$ cat config.mk
export PLATFORM = sky130hd
export DESIGN_NAME = tfs_tx_size_stats
export DESIGN_NICKNAME = d
export VERILOG_FILES = /design/src/core/tfs_pkg.sv /design/src/core/tfs_counter.sv /design/src/core/tfs_tx_size_stats.sv
export SDC_FILE = /design/constraint.sdc
export NUM_CORES = 1
export LEC_CHECK = 0
export ABC_CLOCK_PERIOD_IN_PS = 4270
export BUFFER_PORTS_ARGS = -buffer_cell sky130_fd_sc_hd__buf_2
export CAP_MARGIN = 20
export CORE_AREA = 2 2 124 126
export CTS_BUF_LIST = sky130_fd_sc_hd__clkbuf_2
export CTS_CLUSTER_SIZE = 10
export DETAILED_ROUTE_END_ITERATION = 8
export DIE_AREA = 0 0 126 128
export HOLD_SLACK_MARGIN = 0.12
export PLACE_DENSITY_LB_ADDON = 0.15
export SYNTH_ARGS = -nofsm -noshare
export SYNTH_HDL_FRONTEND = slang
export SYNTH_HIERARCHICAL = 1
export SYNTH_SLANG_ARGS = --single-unit
$ cat constraint.sdc
create_clock -name mclk_i -period 4.27 [get_ports mclk_i]
set_clock_uncertainty 0.05 [all_clocks]
set_input_delay 0.6405 -clock mclk_i [delete_from_list [all_inputs] [get_ports mclk_i]]
set_output_delay 0.6405 -clock mclk_i [all_outputs]
set_load 0.005 [all_outputs]
$ cat src/core/tfs_pkg.sv
// Package: constants for the transmit frame-size statistics counters
package tfs_pkg;
    // Number of length bins kept here
    localparam int unsigned NUM_CNT = 3;
    // Counter and bus data width
    localparam int unsigned CNT_W = 32;
    // Memory-space window is 512 bytes, so 9 address bits
    localparam int unsigned ADDR_W = 9;
    // Frame length input width in octets
    localparam int unsigned LEN_W = 16;

    // Byte offsets of the counters inside the memory window
    localparam logic [8:0] OFF_CNT_256_511 = 9'h118;
    localparam logic [8:0] OFF_CNT_512_1023 = 9'h11C;
    localparam logic [8:0] OFF_CNT_1024_1518 = 9'h120;

    // Reset value of every counter
    localparam logic [31:0] CNT_RESET = 32'h0000_0000;
    // Count value that raises the statistics-update flag
    localparam logic [31:0] CNT_UPDATE_MARK = 32'h0000_C000;
    // Read data for an unmapped offset
    localparam logic [31:0] RD_UNMAPPED = 32'h0000_0000;

    // Length of a VLAN tag in octets
    localparam logic [15:0] VLAN_TAG_LEN = 16'h0004;
    // Bin bounds in octets, inclusive
    localparam logic [15:0] BIN0_LO = 16'h0100;
    localparam logic [15:0] BIN0_HI = 16'h01FF;
    localparam logic [15:0] BIN1_LO = 16'h0200;
    localparam logic [15:0] BIN1_HI = 16'h03FF;
    localparam logic [15:0] BIN2_LO = 16'h0400;
    localparam logic [15:0] BIN2_HI = 16'h05EE;

    // Bit of each counter in the mask input
    localparam int unsigned MASK_BIT_256_511 = 0;
    localparam int unsigned MASK_BIT_512_1023 = 1;
    localparam int unsigned MASK_BIT_1024_1518 = 2;
endpackage

$ cat src/core/tfs_counter.sv
// One 32-bit statistics counter with host load and mark detection
module tfs_counter (
    input wire logic mclk_i,
    input wire logic sys_rst_i,
    input wire logic inc_i,
    input wire logic wr_i,
    input wire logic [31:0] wdata_i,
    output logic [31:0] count_o,
    output logic mark_o
);
    // Counter state and its next value
    logic [31:0] count_reg;
    logic [31:0] count_next;
    // Incremented value; wraps to zero after all ones
    logic [31:0] count_plus;

    assign count_plus = count_reg + 32'h0000_0001;
    // Host write wins over a same-cycle frame so software sees its value
    assign count_next = wr_i ? wdata_i : (inc_i ? count_plus : count_reg);
    // Mark fires only on the increment that lands on the mark value
    assign mark_o = inc_i && !wr_i && (count_plus == tfs_pkg::CNT_UPDATE_MARK);
    assign count_o = count_reg;

    // Counter register
    always_ff @(posedge mclk_i) begin
        if (sys_rst_i) begin
            count_reg <= tfs_pkg::CNT_RESET;
        end else begin
            count_reg <= count_next;
        end
    end
endmodule

$ cat src/core/tfs_tx_size_stats.sv
// Top: transmit frame-size bin counters behind the memory-space window
// How it works
// - Count transmitted frames per three length bins
// - Classified length always includes the VLAN tag
// - Reaching 0xC000 raises the statistics-update flag
// - Count only if enabled and not masked
// - Counters decode in memory space only
module tfs_tx_size_stats (
    input wire logic mclk_i,
    input wire logic sys_rst_i,
    // Transmit side: one pulse per completed frame
    input wire logic tx_frame_done_i,
    // Frame length in octets as handed to the MAC
    input wire logic [15:0] tx_frame_len_i,
    // High when the MAC inserts a tag not counted in tx_frame_len_i
    input wire logic tx_vlan_inserted_i,
    // Global statistics enable from the MAC control register
    input wire logic global_stats_enable_i,
    // Per-counter mask bits from the RMON counter mask register
    input wire logic [2:0] rmon_counter_mask_i,
    // Host slave access
    input wire logic mem_cs_i,
    input wire logic io_cs_i,
    input wire logic [8:0] addr_i,
    input wire logic wr_en_i,
    input wire logic rd_en_i,
    input wire logic [31:0] wdata_i,
    output logic [31:0] rdata_o,
    output logic rd_valid_o,
    // One-cycle set pulse for the interrupt status register
    output logic stats_update_flag_o
);
    // Length with the tag always counted
    logic [15:0] eff_len;
    // One-hot bin match
    logic [2:0] bin_hit;
    // Per-counter increment, write and mark
    logic [2:0] cnt_inc;
    logic [2:0] cnt_wr;
    logic [2:0] cnt_mark;
    // Per-counter offset match in memory space
    logic [2:0] cnt_sel;
    // Counter values
    logic [31:0] cnt_val [3];
    // Offsets in counter index order
    logic [8:0] cnt_off [3];
    // Any offset matched
    logic any_sel;
    // Selected read data
    logic [31:0] rd_mux;
    // Registered outputs
    logic [31:0] rdata_reg;
    logic rd_valid_reg;
    logic flag_reg;
    // Access is a memory-space double-word access
    logic mem_dw;

    // Frame length: an inserted tag is added so both cases count alike
    // The sum wraps only for lengths within four of 0xFFFF, which fit no bin anyway
    assign eff_len = tx_vlan_inserted_i ? (tx_frame_len_i + tfs_pkg::VLAN_TAG_LEN)
                                        : tx_frame_len_i;

    // Bin decode on the tagged length
    assign bin_hit[0] = (eff_len >= tfs_pkg::BIN0_LO) && (eff_len <= tfs_pkg::BIN0_HI);
    assign bin_hit[1] = (eff_len >= tfs_pkg::BIN1_LO) && (eff_len <= tfs_pkg::BIN1_HI);
    assign bin_hit[2] = (eff_len >= tfs_pkg::BIN2_LO) && (eff_len <= tfs_pkg::BIN2_HI);

    // Offset table indexed like the counters, so the decode can loop
    assign cnt_off[0] = tfs_pkg::OFF_CNT_256_511;
    assign cnt_off[1] = tfs_pkg::OFF_CNT_512_1023;
    assign cnt_off[2] = tfs_pkg::OFF_CNT_1024_1518;

    // I/O-space cycles never reach the counters; only memory cycles decode
    assign mem_dw = mem_cs_i && (addr_i[1:0] == 2'h0);

    // Per-counter control and counter instances
    genvar gi;
    generate
        for (gi = 0; gi < 3; gi = gi + 1) begin : g_cnt
            // Enable and mask gate each increment
            assign cnt_inc[gi] = tx_frame_done_i && bin_hit[gi] && global_stats_enable_i
                                 && !rmon_counter_mask_i[gi];
            assign cnt_sel[gi] = mem_dw && (addr_i == cnt_off[gi]);
            assign cnt_wr[gi] = cnt_sel[gi] && wr_en_i;
            // One counter per bin, so a host load touches only its own word
            tfs_counter u_cnt (
                .mclk_i(mclk_i),
                .sys_rst_i(sys_rst_i),
                .inc_i(cnt_inc[gi]),
                .wr_i(cnt_wr[gi]),
                .wdata_i(wdata_i),
                .count_o(cnt_val[gi]),
                .mark_o(cnt_mark[gi])
            );
        end
    endgenerate

    // Read selection; unmapped memory offsets read as zero
    assign any_sel = |cnt_sel;
    assign rd_mux = cnt_sel[0] ? cnt_val[0] :
                    cnt_sel[1] ? cnt_val[1] :
                    cnt_sel[2] ? cnt_val[2] : tfs_pkg::RD_UNMAPPED;

    // Read answer one cycle after the request, memory space only
    always_ff @(posedge mclk_i) begin
        if (sys_rst_i) begin
            rdata_reg <= tfs_pkg::RD_UNMAPPED;
            rd_valid_reg <= 1'b0;
        end else begin
            rd_valid_reg <= mem_cs_i && rd_en_i;
            rdata_reg <= (mem_cs_i && rd_en_i && any_sel) ? rd_mux : tfs_pkg::RD_UNMAPPED;
        end
    end

    // Update flag: a registered pulse per mark; the status bit lives elsewhere
    always_ff @(posedge mclk_i) begin
        if (sys_rst_i) begin
            flag_reg <= 1'b0;
        end else begin
            flag_reg <= |cnt_mark;
        end
    end

    // Outputs come straight from the registers above
    assign rdata_o = rdata_reg;
    assign rd_valid_o = rd_valid_reg;
    assign stats_update_flag_o = flag_reg;
endmodule

==> run summary, run 1 <==
CP max FO - 4
Min cycle time layout - 3.33 ns
CTS tree - yes
WHS - 0.162 ns
Post-synth cell types - 59
Die Ht - 128 um
Post-DP Area - 9340 um^2
CTS Root Cell - clkbuf_2
Worst skew pair latency - 0.76 ns
GP Congestion - 0.973
Worst Tran Pin Value - 1.07 ns
Area grow syn2layout - 9.64%
Req. time, crit path - 4.90 ns
Final setup fails - 0
Slew Limit Fails - 0
Design Power - 2.24 mW
Register area share after synthesis - 29.3%
Ys Warns - 6
Dominant synthesized flop cell - dfxtp_1
CP startpoint kind - primary input
Initial core utilization - 59.7%
Family with the most delay on the worst path - simple AND/OR/NAND/NOR gates
Leak - 3.72 nW
Fin area - 9740 um^2
Largest net degree at the start of global routing - 98
Fmax - 300 MHz
Global-route wire length before repair - 41400 um
Initial antenna violation count - 1
Unrepaired setup endpoints after global routing - no
Die X-Extent - 126 um
Pwr/cell area - 230 nW/um^2
Run status - finished, final reports clean
Post-synthesis average cell area - 7.73 um^2
Gr usage total - 32.6%
Crit. End Element - flip-flop
Row cnt - 45
TritonCTS Buffers - 17
Crit path from - tx_frame_len_i[3]
Max_slew headroom - 28.9%
Final HPWL DP - 19400 um
Critical path, cell by cell - buf_2 > and2_1 > and4_2 > a311o_1 > a2111oi_4 > and3_1 > nand2_1 > nor3_1 > nand3_1 > a311oi_1 > nand4_1 > nor4_2 > nor3b_2 > nor3_1 > nor2_1
Hold violation total from the final report - 0
Setup TNS - 0 ns
Commonest cells after routing, fill and taps aside - nor2_1, dfxtp_1, buf_2, a21oi_1, xor2_1
CTS H-tree lvls - 4
Most common cell after layout, fill and taps aside - nor2_1
Maximum VDD drop - 0.157 mV
1st-iter DRT viols - 1252
Seq cells post-synth - 130
Area of the die - 16100 um^2
CP max stage cell - a311oi_1
Layout cells sized above 1 - 16.4%
Async SR Flop Fraction - 0%
Hold path start - rd_en_i
Post-CTS Setup Bufs - 0
Avg WL per Cell - 18.9 um
Routed vias - 8945
Core Area - 14900 um^2
Post-Syn Instances - 1148
Reg-to-Reg Start - g_cnt[0].u_cnt/count_o[2]
CP dominant cell by count - nor3_1
Vias in the first global route - 7588
Hold crit path type - in -> reg
EDFF count, synth - 0
IO Port Bufs - 101
IO Pins - 103
WP buf/inv - 1
Tcrit/Tclk final - 78.0%
Max clock buf depth - 2
Syn Nets - 1221
Post-route ant nets - 0
Final #Nets - 1278
Post-Syn Area - 8880 um^2
Clk slew on worst S/H paths - 0.19 ns
Drt pass-1 iters - 5
Via density - 6.36
Total wire length - 26600 um
Worst Path Arrival - 3.96 ns
Maxcap violations - 0
Number of remaining DRC errors - 0
Grt total ovfl - 0
# clock sinks - 130
Max stage delay on crit path - 0.40 ns
Setup CP Type - in -> reg
synthesized netlist by cell type, drive strengths merged (4+ instances only):
cell	number	area (um^2)
nor2	222	841
dfxtp	130	2600
a21oi	83	415
nand3	77	415
nand4	77	579
xor2	74	648
nand2	65	244
clkbuf	58	218
xnor2	53	464
o21ai	32	160
buf	29	191
mux2i	29	290
nor3	29	209
and3	23	144
a222oi	21	210
nor4	16	209
and4	14	126
a211oi	13	97.6
inv	12	45.0
and2	10	62.6
or3	10	67.6
nor2b	6	37.5
o2111ai	6	52.6
o31ai	6	45.0
a311o	4	40.0
a31oi	4	25.0
ha	4	50.1
nor3b	4	50.1
routing by layer:
layer / vias to the layer above / GRT usage [%] / part of all wire (%)
met1: 4166 / 47.7 / 43
met4: 0 / 9.18 / 2.0
met5: - / 0 / 0
met2: 486 / 49.6 / 45
li1: 4248 / - / -
met3: 45 / 5.43 / 10
kinds of logic (layout without fill, tap and decap cells):
| kind of cell | Yosys count | count (layout) | share of synthesized area (%) |
|---|---|---|---|
| AO/OA/AOI/OAI | 195 | 195 | 14.6 |
| AND/OR/NAND/NOR | 564 | 564 | 34.6 |
| multiplexers | 29 | 29 | 3.27 |
| flip-flops | 130 | 130 | 29.3 |
| other | 0 | 1 | 0 |
| buffers and inverters | 99 | 168 | 5.11 |
| adder cells (fa/ha/maj) | 4 | 4 | 0.564 |
| XOR/XNOR | 127 | 127 | 12.5 |
worst min-delay path: cells and delay by family:
family	cells	cell delay (ns)
buffers and inverters	2	0.13
AND/OR/NAND/NOR	2	0.17
power breakdown:
| group | internal (mW) | switching [mW] |
|---|---|---|
| logic | 0.0440 | 0.0784 |
| registers | 1.22 | 0.000951 |
| clock network | 0.439 | 0.464 |
registers in the layout, indices dropped and copies added (netlist names):
name and cells:
g_cnt.u_cnt/count_o 96, rdata_o 32, rd_valid_o 1, stats_update_flag_o 1
timing repair:
item,CTS,global route
gates resized for setup,0,0
endpoints found under the hold margin,18,0
hold buffers,11,0
metrics by stage:
| stage | worst slack, ns | util (%) | instances |
|---|---|---|---|
| 5_1_grt | 0.872 | 65.5 | 1406 |
| 6_report | 0.939 | 65.5 | 1406 |
| 3_5_place_dp | 0.310 | 62.8 | 1363 |
| 4_1_cts | 1.09 | 65.5 | 1405 |
| 2_1_floorplan | 1.03 | - | 1148 |
| 3_3_place_gp | 0.379 | 62.8 | 1363 |
worst paths after layout:
check / end / slack [ns] / depth (start not counted)
min reg2reg: rdata_o[1] / 0.52 / 2
max: stats_update_flag_o / 0.94 / 15
min: rd_valid_o / 0.16 / 4
max reg2reg: stats_update_flag_o / 1.11 / 9
final cells by class:
cell class,instances,area (um^2)
fillers,1359,5130
repair buffers,125,713
multi-input cells,919,5850
well taps,188,235
clock inverters,12,189
clock buffers,19,95.1
flip-flops and latches,130,2600
diodes,1,2.50
inverters,12,45.0
Power figures use the tool's default switching activity.
==> inputs of run 2 (changes only) <==
--- a/config.mk
+++ b/config.mk
@@ -5,14 +5,15 @@
 export SDC_FILE = /design/constraint.sdc
 export NUM_CORES = 1
 export LEC_CHECK = 0
-export ABC_CLOCK_PERIOD_IN_PS = 4270
+export ABC_AREA = 1
+export ABC_CLOCK_PERIOD_IN_PS = 3050
 export BUFFER_PORTS_ARGS = -buffer_cell sky130_fd_sc_hd__buf_2
 export CAP_MARGIN = 20
-export CORE_AREA = 2 2 124 126
+export CORE_AREA = 2 2 133 135
 export CTS_BUF_LIST = sky130_fd_sc_hd__clkbuf_2
 export CTS_CLUSTER_SIZE = 10
 export DETAILED_ROUTE_END_ITERATION = 8
-export DIE_AREA = 0 0 126 128
+export DIE_AREA = 0 0 135 137
 export HOLD_SLACK_MARGIN = 0.12
 export PLACE_DENSITY_LB_ADDON = 0.15
 export SYNTH_ARGS = -nofsm -noshare
==> constraint.sdc (replaced) <==
create_clock -name mclk_i -period 3.05 [get_ports mclk_i]
set_clock_uncertainty 0.05 [all_clocks]
set_input_delay 0.4575 -clock mclk_i [delete_from_list [all_inputs] [get_ports mclk_i]]
set_output_delay 0.4575 -clock mclk_i [all_outputs]
set_load 0.005 [all_outputs]
==> run 2 against run 1 <==
Net effect: synthesized cell count is 39% higher; sequential power is 39% higher; sequential share of layout area is 2.8 points lower; via count is 21% higher; non-clock buffer count is 41 higher; utilization is 1.7 points lower; worst hold slack better by 0.016 ns; global-route usage is 3.3 points higher; routed wire length is 24% higher; power is 36% higher; critical path depth is 2 lower.
==> run summary, run 2 <==
IO Port Bufs - 101 (unchanged)
Post-synthesis average cell area - 5.91 um^2 (was 7.73 um^2)
Area grow syn2layout - 15.2% (was 9.64%)
Hold crit path type - in -> reg (unchanged)
Post-Syn Instances - 1597 (was 1148)
Final setup fails - 0 (unchanged)
Synth Area in Simple Gates - 51.0% (was 34.6%)
Largest family of logic cells by synthesized area - simple AND/OR/NAND/NOR gates (unchanged)
Hold_buf cts - 39 (was 11)
Post-CTS Resized - 0 (unchanged)
Min cycle time layout - 2.79 ns
Crit. End Element - flip-flop (unchanged)
Synth area leader - nand2_1 (was dfxtp_1)
CP max FO - 32 (was 4)
Max reg flops - 96 (unchanged)
CP max stage cell - dlygate4sd3_1 (was a311oi_1)
Async SR Flop Fraction - 0% (unchanged)
Clk slew on worst S/H paths - 0.24 ns (was 0.19 ns)
Largest net degree at the start of global routing - 92 (was 98)
Ys Warns - 6 (unchanged)
Setup CP Type - in -> reg (unchanged)
Layout Cells excl Fill - 1966 (was 1406)
Core Area - 17100 um^2 (was 14900 um^2)
1st-iter DRT viols - 1089 (was 1252)
Maximum VDD drop - 0.165 mV (was 0.157 mV)
Critical path, cell by cell - dlygate4sd3_1 > buf_2 > nor3_2 > nand3_4 > nor2_4 > dlygate4sd3_1 > inv_2 > nor2_2 > buf_4 > nor2_2 > buf_4 > nand2_1 > a31oi_1 (was buf_2 > and2_1 > and4_2 > a311o_1 > a2111oi_4 > and3_1 > nand2_1 > nor3_1 > nand3_1 > a311oi_1 > nand4_1 > nor4_2 > nor3b_2 > nor3_1 > nor2_1)
Tcrit/Tclk final - 91.5%
Post-route ant nets - 0 (unchanged)
CTS Root Cell - clkbuf_2 (unchanged)
Synth Area in Compound Gates - 10.5% (was 14.6%)
Seq cells post-synth - 130 (unchanged)
IO Pins - 103 (unchanged)
Post-Syn Area - 9440 um^2 (was 8880 um^2)
Synth top area share - 27.6% (was 29.3%)
Syn Nets - 1670 (was 1221)
XOR/XNOR share of the synthesized area - 2.23% (was 12.5%)
Via density - 5.51 (was 6.36)
Area of the die - 18500 um^2 (was 16100 um^2)
Initial core utilization - 55.4% (was 59.7%)
Die X-Extent - 135 um (was 126 um)
Most common cell after layout, fill and taps aside - nand2_1 (was nor2_1)
Cell count of the worst reg-to-reg path - 15 (was 9)
Slew Limit Fails - 0 (unchanged)
TritonCTS Buffers - 17 (unchanged)
Gr usage total - 35.9% (was 32.6%)
Layout cells sized above 1 - 14.7% (was 16.4%)
Initial antenna violation count - 1 (unchanged)
R2R Setup Slk - 0.66 ns (was 1.11 ns)
Avg WL per Cell - 16.8 um (was 18.9 um)
Final #Nets - 1800 (was 1278)
Final HPWL DP - 24800 um (was 19400 um)
Most numerous cell in the Yosys netlist - nand2_1 (was nor2_1)
GP Congestion - 0.954 (was 0.973)
Multiplexer share of the synthesized area - 0% (was 3.27%)
Post-DP Area - 10200 um^2 (was 9340 um^2)
Routed vias - 10.8k (was 8945)
Grt total ovfl - 0 (unchanged)
Global-route wire length before repair - 51300 um (was 41400 um)
Commonest cells after routing, fill and taps aside - nand2_1, nor2_1, inv_1, dfxtp_1 (was nor2_1, dfxtp_1, buf_2, a21oi_1, xor2_1)
Fmax - 358 MHz
Total wire length - 33000 um (was 26600 um)
Post-CTS Setup Bufs - 0 (unchanged)
Worst Tran Pin Value - 0.497 ns (was 1.07 ns)
Row cnt - 48 (was 45)
Unrepaired setup endpoints after global routing - no (unchanged)
Drt pass-1 iters - 8 (was 5)
Max clock buf depth - 2 (unchanged)
Maxcap violations - 0 (unchanged)
Synth area leaders - nand2_1, dfxtp_1, nor2_1 (was dfxtp_1, nor2_1, xor2_1)
EDFF count, synth - 0 (unchanged)
Worst Path Arrival - 3.36 ns (was 3.96 ns)
Max_slew headroom - 66.8% (was 28.9%)
CP startpoint kind - primary input (unchanged)
Pwr/cell area - 281 nW/um^2 (was 230 nW/um^2)
Leak - 4.53 nW (was 3.72 nW)
Run status - finished, final reports clean (unchanged)
Register area share after synthesis - 27.6% (was 29.3%)
Post-synth cell types - 40 (was 59)
Max stage delay on crit path - 0.60 ns (was 0.40 ns)
Hold path cells - 6 (was 4)
CTS H-tree lvls - 4 (unchanged)
# clock sinks - 130 (unchanged)
Hold violation total from the final report - 0 (unchanged)
Synth cell count leaders - nand2_1, nor2_1, inv_1 (was nor2_1, dfxtp_1, a21oi_1)
Dpl cells - 1894 (was 1363)
Setup TNS - 0 ns (unchanged)
Fin area - 10900 um^2 (was 9740 um^2)
Area share of fa/ha/maj cells after synthesis - 0.530% (was 0.564%)
CTS tree - yes (unchanged)
Req. time, crit path - 3.62 ns (was 4.90 ns)
Vias in the first global route - 9709 (was 7588)
Worst skew pair latency - 0.73 ns (was 0.76 ns)
Place WS - -0.0184 ns (was 0.310 ns)
Setup ws final - 0.261 ns (was 0.939 ns)
Number of remaining DRC errors - 0 (unchanged)
Die Ht - 137 um (was 128 um)
Dominant synthesized flop cell - dfxtp_1 (unchanged)
run 2: cells by family (layout without fill, tap and decap cells):
group / Yosys count / count (layout)
fa+ha+maj: 4 / 4
flops: 130 / 130
buf+inv: 192 / 335
simple gates: 1091 / 1091
other cells: 0 / 1
xor+xnor: 24 / 24
compound gates: 156 / 156
run 2: area by class of cell:
type,instances,area (um^2)
diodes,1,2.50
flip-flops and latches,130,2600
fillers,1680,6180
clock inverters,14,154
repair buffers,166,1140
well taps,225,282
clock buffers,18,90.1
multi-input cells,1275,6090
inverters,137,514
run 2: worst max-delay path: cells and delay by family:
kind / cells / cell delay [ns]
buf+inv: 6 / 1.90
simple gates: 6 / 0.90
compound gates: 1 / 0.07
run 2: power breakdown:
part / leakage, nW / internal (mW) / switching, mW
clock: 0.142 / 0.391 / 0.738
combinational: 3.34 / 0.0868 / 0.129
sequential: 1.05 / 1.70 / 0.00105
total: 4.53 / 2.18 / 0.869
run 2: layer usage:
layer	up-vias	track usage, %	share of wire (%)
met4	0	10.6	2.9
met5	-	0	0
met1	4895	48.5	41
li1	5353	-	-
met3	72	6.70	10
met2	511	58.3	45
run 2: worst paths after layout:
| kind | from | endpoint |
|---|---|---|
| setup / recovery | addr_i[5] | g_cnt[0].u_cnt/count_o[18] |
| hold / removal | addr_i[1] | rdata_o[13] |
| setup reg to reg | g_cnt[1].u_cnt/count_o[0] | stats_update_flag_o |
| hold reg to reg | g_cnt[1].u_cnt/count_o[31] | g_cnt[1].u_cnt/count_o[31] |
run 2: per-stage QoR:
stage | utilization, % | power [mW] | hold WS, ns
after floorplan | - | 1.79 | 0.435
after global placement | 60.0 | 1.91 | 0.457
after detailed placement | 60.0 | 1.91 | 0.468
after CTS | 63.7 | 3.06 | 0.129
after global routing | 63.7 | 3.14 | 0.148
final | 63.7 | 3.05 | 0.179
==> inputs of run 3 (changes only) <==
--- a/config.mk
+++ b/config.mk
@@ -6,15 +6,16 @@
 export NUM_CORES = 1
 export LEC_CHECK = 0
 export ABC_AREA = 1
-export ABC_CLOCK_PERIOD_IN_PS = 3050
+export ABC_CLOCK_PERIOD_IN_PS = 3300
 export BUFFER_PORTS_ARGS = -buffer_cell sky130_fd_sc_hd__buf_2
 export CAP_MARGIN = 20
-export CORE_AREA = 2 2 133 135
+export CORE_AREA = 2 2 123 125
 export CTS_BUF_LIST = sky130_fd_sc_hd__clkbuf_2
 export CTS_CLUSTER_SIZE = 10
 export DETAILED_ROUTE_END_ITERATION = 8
-export DIE_AREA = 0 0 135 137
+export DIE_AREA = 0 0 125 127
 export HOLD_SLACK_MARGIN = 0.12
+export MAX_ROUTING_LAYER = met4
 export PLACE_DENSITY_LB_ADDON = 0.15
 export SYNTH_ARGS = -nofsm -noshare
 export SYNTH_HDL_FRONTEND = slang
==> constraint.sdc (replaced) <==
create_clock -name mclk_i -period 3.3 [get_ports mclk_i]
set_clock_uncertainty 0.05 [all_clocks]
set_input_delay 0.495 -clock mclk_i [delete_from_list [all_inputs] [get_ports mclk_i]]
set_output_delay 0.495 -clock mclk_i [all_outputs]
set_load 0.005 [all_outputs]
==> run 3 against run 2 <==
Net effect: non-clock buffer count is 11 lower; global-route usage increased by 5.1 points; routed wire length fell by 3.6%; critical endpoint is now stats_update_flag_o; count of clock-buffer cells in the layout is 1 lower; first-iteration DRC count increased by 53%; critical path type is now reg -> reg; clock power is 12% lower.
==> run summary, run 3 (synthesized netlist as in run 2, its figures left out) <==
Area of the die - 15900 um^2 (was 18500 um^2)
Maximum VDD drop - 0.159 mV (was 0.165 mV)
IO Port Bufs - 101 (unchanged)
Gate power share - 6.8% (was 7.1%)
Largest net degree at the start of global routing - 92 (unchanged)
Final HPWL DP - 23900 um (was 24800 um)
Hold crit path type - in -> reg (unchanged)
Worst Path Arrival - 3.11 ns (was 3.36 ns)
Max reg flops - 96 (unchanged)
R2R Setup Slk - 0.85 ns (was 0.66 ns)
Slew Limit Fails - 0 (unchanged)
Setup TNS - 0 ns (unchanged)
Hold EP - g_cnt[1].u_cnt/count_o[2] (was rdata_o[13])
CP max FO - 7 (was 32)
Die Ht - 127 um (was 137 um)
Req. time, crit path - 3.96 ns (was 3.62 ns)
Fin area - 10700 um^2 (was 10900 um^2)
Fmax - 409 MHz
Min cycle time layout - 2.45 ns
Post-CTS Setup Bufs - 0 (unchanged)
Post-CTS Resized - 0 (unchanged)
Crit path from - g_cnt[0].u_cnt/count_o[0] (was addr_i[5])
Clk slew on worst S/H paths - 0.24 ns (about the same)
Reg-to-Reg Start - g_cnt[0].u_cnt/count_o[0] (was g_cnt[1].u_cnt/count_o[0])
Grt total ovfl - 0 (unchanged)
Layout cells sized above 1 - 14.5% (was 14.7%)
Max_slew headroom - 29.9% (was 66.8%)
Number of remaining DRC errors - 0 (unchanged)
Drt pass-1 iters - 8 (unchanged)
Hold violation total from the final report - 0 (unchanged)
CTS Root Cell - clkbuf_2 (unchanged)
Maxcap violations - 0 (unchanged)
Unrepaired setup endpoints after global routing - no (unchanged)
Avg WL per Cell - 16.6 um (was 16.8 um)
Switching share of power - 29.6% (was 28.5%)
Hold path cells - 6 (unchanged)
Cell count of the worst reg-to-reg path - 15 (unchanged)
Hold path start - addr_i[5] (was addr_i[1])
1st-iter DRT viols - 1665 (was 1089)
Run status - finished, final reports clean (unchanged)
Pwr/cell area - 259 nW/um^2 (was 281 nW/um^2)
Die X-Extent - 125 um (was 135 um)
WHS - 0.184 ns (was 0.179 ns)
Leak - 4.47 nW (was 4.53 nW)
CTS tree - yes (unchanged)
Core Area - 14400 um^2 (was 17100 um^2)
Vias in the first global route - 9827 (was 9709)
Hold_buf cts - 34 (was 39)
Commonest cells after routing, fill and taps aside - nand2_1, nor2_1, inv_1, dfxtp_1 (unchanged)
Final #Nets - 1789 (was 1800)
Filler cells - 1270 (was 1680)
Sw Pwr - 0.817 mW (was 0.869 mW)
TritonCTS Buffers - 17 (unchanged)
Max clock buf depth - 2 (unchanged)
R2r endpoint - stats_update_flag_o (unchanged)
Gr usage total - 40.9% (was 35.9%)
Global-route wire length before repair - 50400 um (was 51300 um)
Area grow syn2layout - 12.9% (was 15.2%)
Most common cell after layout, fill and taps aside - nand2_1 (unchanged)
Initial core utilization - 65.5% (was 55.4%)
Total wire length - 31800 um (was 33000 um)
CP startpoint kind - flip-flop (was primary input)
GP Congestion - 1.02 (was 0.954)
Pint - 1.94 mW (was 2.18 mW)
Sequential share of power - 57.1% (was 55.9%)
Place WS - 0.272 ns (was -0.0184 ns)
Final setup fails - 0 (unchanged)
Setup ws final - 0.852 ns (was 0.261 ns)
Row cnt - 44 (was 48)
Tcrit/Tclk final - 74.2%
Crit. End Element - flip-flop (unchanged)
Initial antenna violation count - 1 (unchanged)
Routed vias - 11.0k (was 10.8k)
Post-route ant nets - 0 (unchanged)
Clock power frac - 36.1% (was 37.0%)
Worst skew pair latency - 0.76 ns (was 0.73 ns)
Setup CP Type - reg -> reg (was in -> reg)
# clock sinks - 130 (unchanged)
Post-DP Area - 10100 um^2 (was 10200 um^2)
IO Pins - 103 (unchanged)
Worst Tran Pin Value - 1.05 ns (was 0.497 ns)
CTS H-tree lvls - 4 (unchanged)
Via density - 5.73 (was 5.51)
run 3: per-layer routing:
metal | share of wire [%] | GRT usage (%) | routed length, um
met5 | 0 | - | 0
met3 | 12 | 8.25 | 3680
met4 | 3.6 | 15.9 | 1150
met1 | 40 | 53.1 | 12700
met2 | 45 | 63.4 | 14300
run 3: power by group through the flow:
stage / registers [mW] / logic, mW / clock network [mW]
floorplan: 1.61 / 0.0530 / 0
global placement: 1.61 / 0.145 / 0
detailed placement: 1.61 / 0.146 / 0
CTS: 1.58 / 0.176 / 0.997
global route: 1.58 / 0.196 / 1.07
finish: 1.58 / 0.188 / 0.996
run 3: how the worst max path moves through the flow:
stage                           to  slack (ns)
4_1_cts        stats_update_flag_o        0.94
3_5_place_dp   stats_update_flag_o        0.27
2_1_floorplan  stats_update_flag_o        0.81
6_report       stats_update_flag_o        0.85
5_1_grt        stats_update_flag_o        0.61
3_3_place_gp   stats_update_flag_o        0.33
run 3: stage by stage:
stage	std cells	power [mW]	util, %
after floorplan	1597	1.66	-
after global placement	1847	1.75	70.0
after detailed placement	1847	1.75	70.0
after CTS	1913	2.75	73.9
after global routing	1915	2.84	73.9
final	1915	2.76	73.9
run 3: final cells by class:
type                            instances  area, um^2  share of cell area, %
Multi-Input combinational cell       1275        6090                   57.1
Sequential cell                       130        2600                   24.4
Timing Repair Buffer                  155         996                   9.34
Inverter                              137         514                   4.82
Tap cell                              184         230                   2.16
Clock inverter                         15         144                   1.35
Clock buffer                           17        85.1                  0.798
Antenna cell                            2        5.00                 0.0469
run 3: critical path: stages (launching register included):
cell,delay [ns]
dfxtp_1,0.50
ha_1,0.24
nand2_2,0.12
nor2_8,0.17
nand2_4,0.12
nor2_1,0.21
nand2_1,0.08
nand2_1,0.05
nand2_1,0.08
nor2_1,0.11
nand2_1,0.07
nor2_1,0.22
nand2_1,0.10
nor2_2,0.12
nor3_1,0.06
nor2_1,0.07
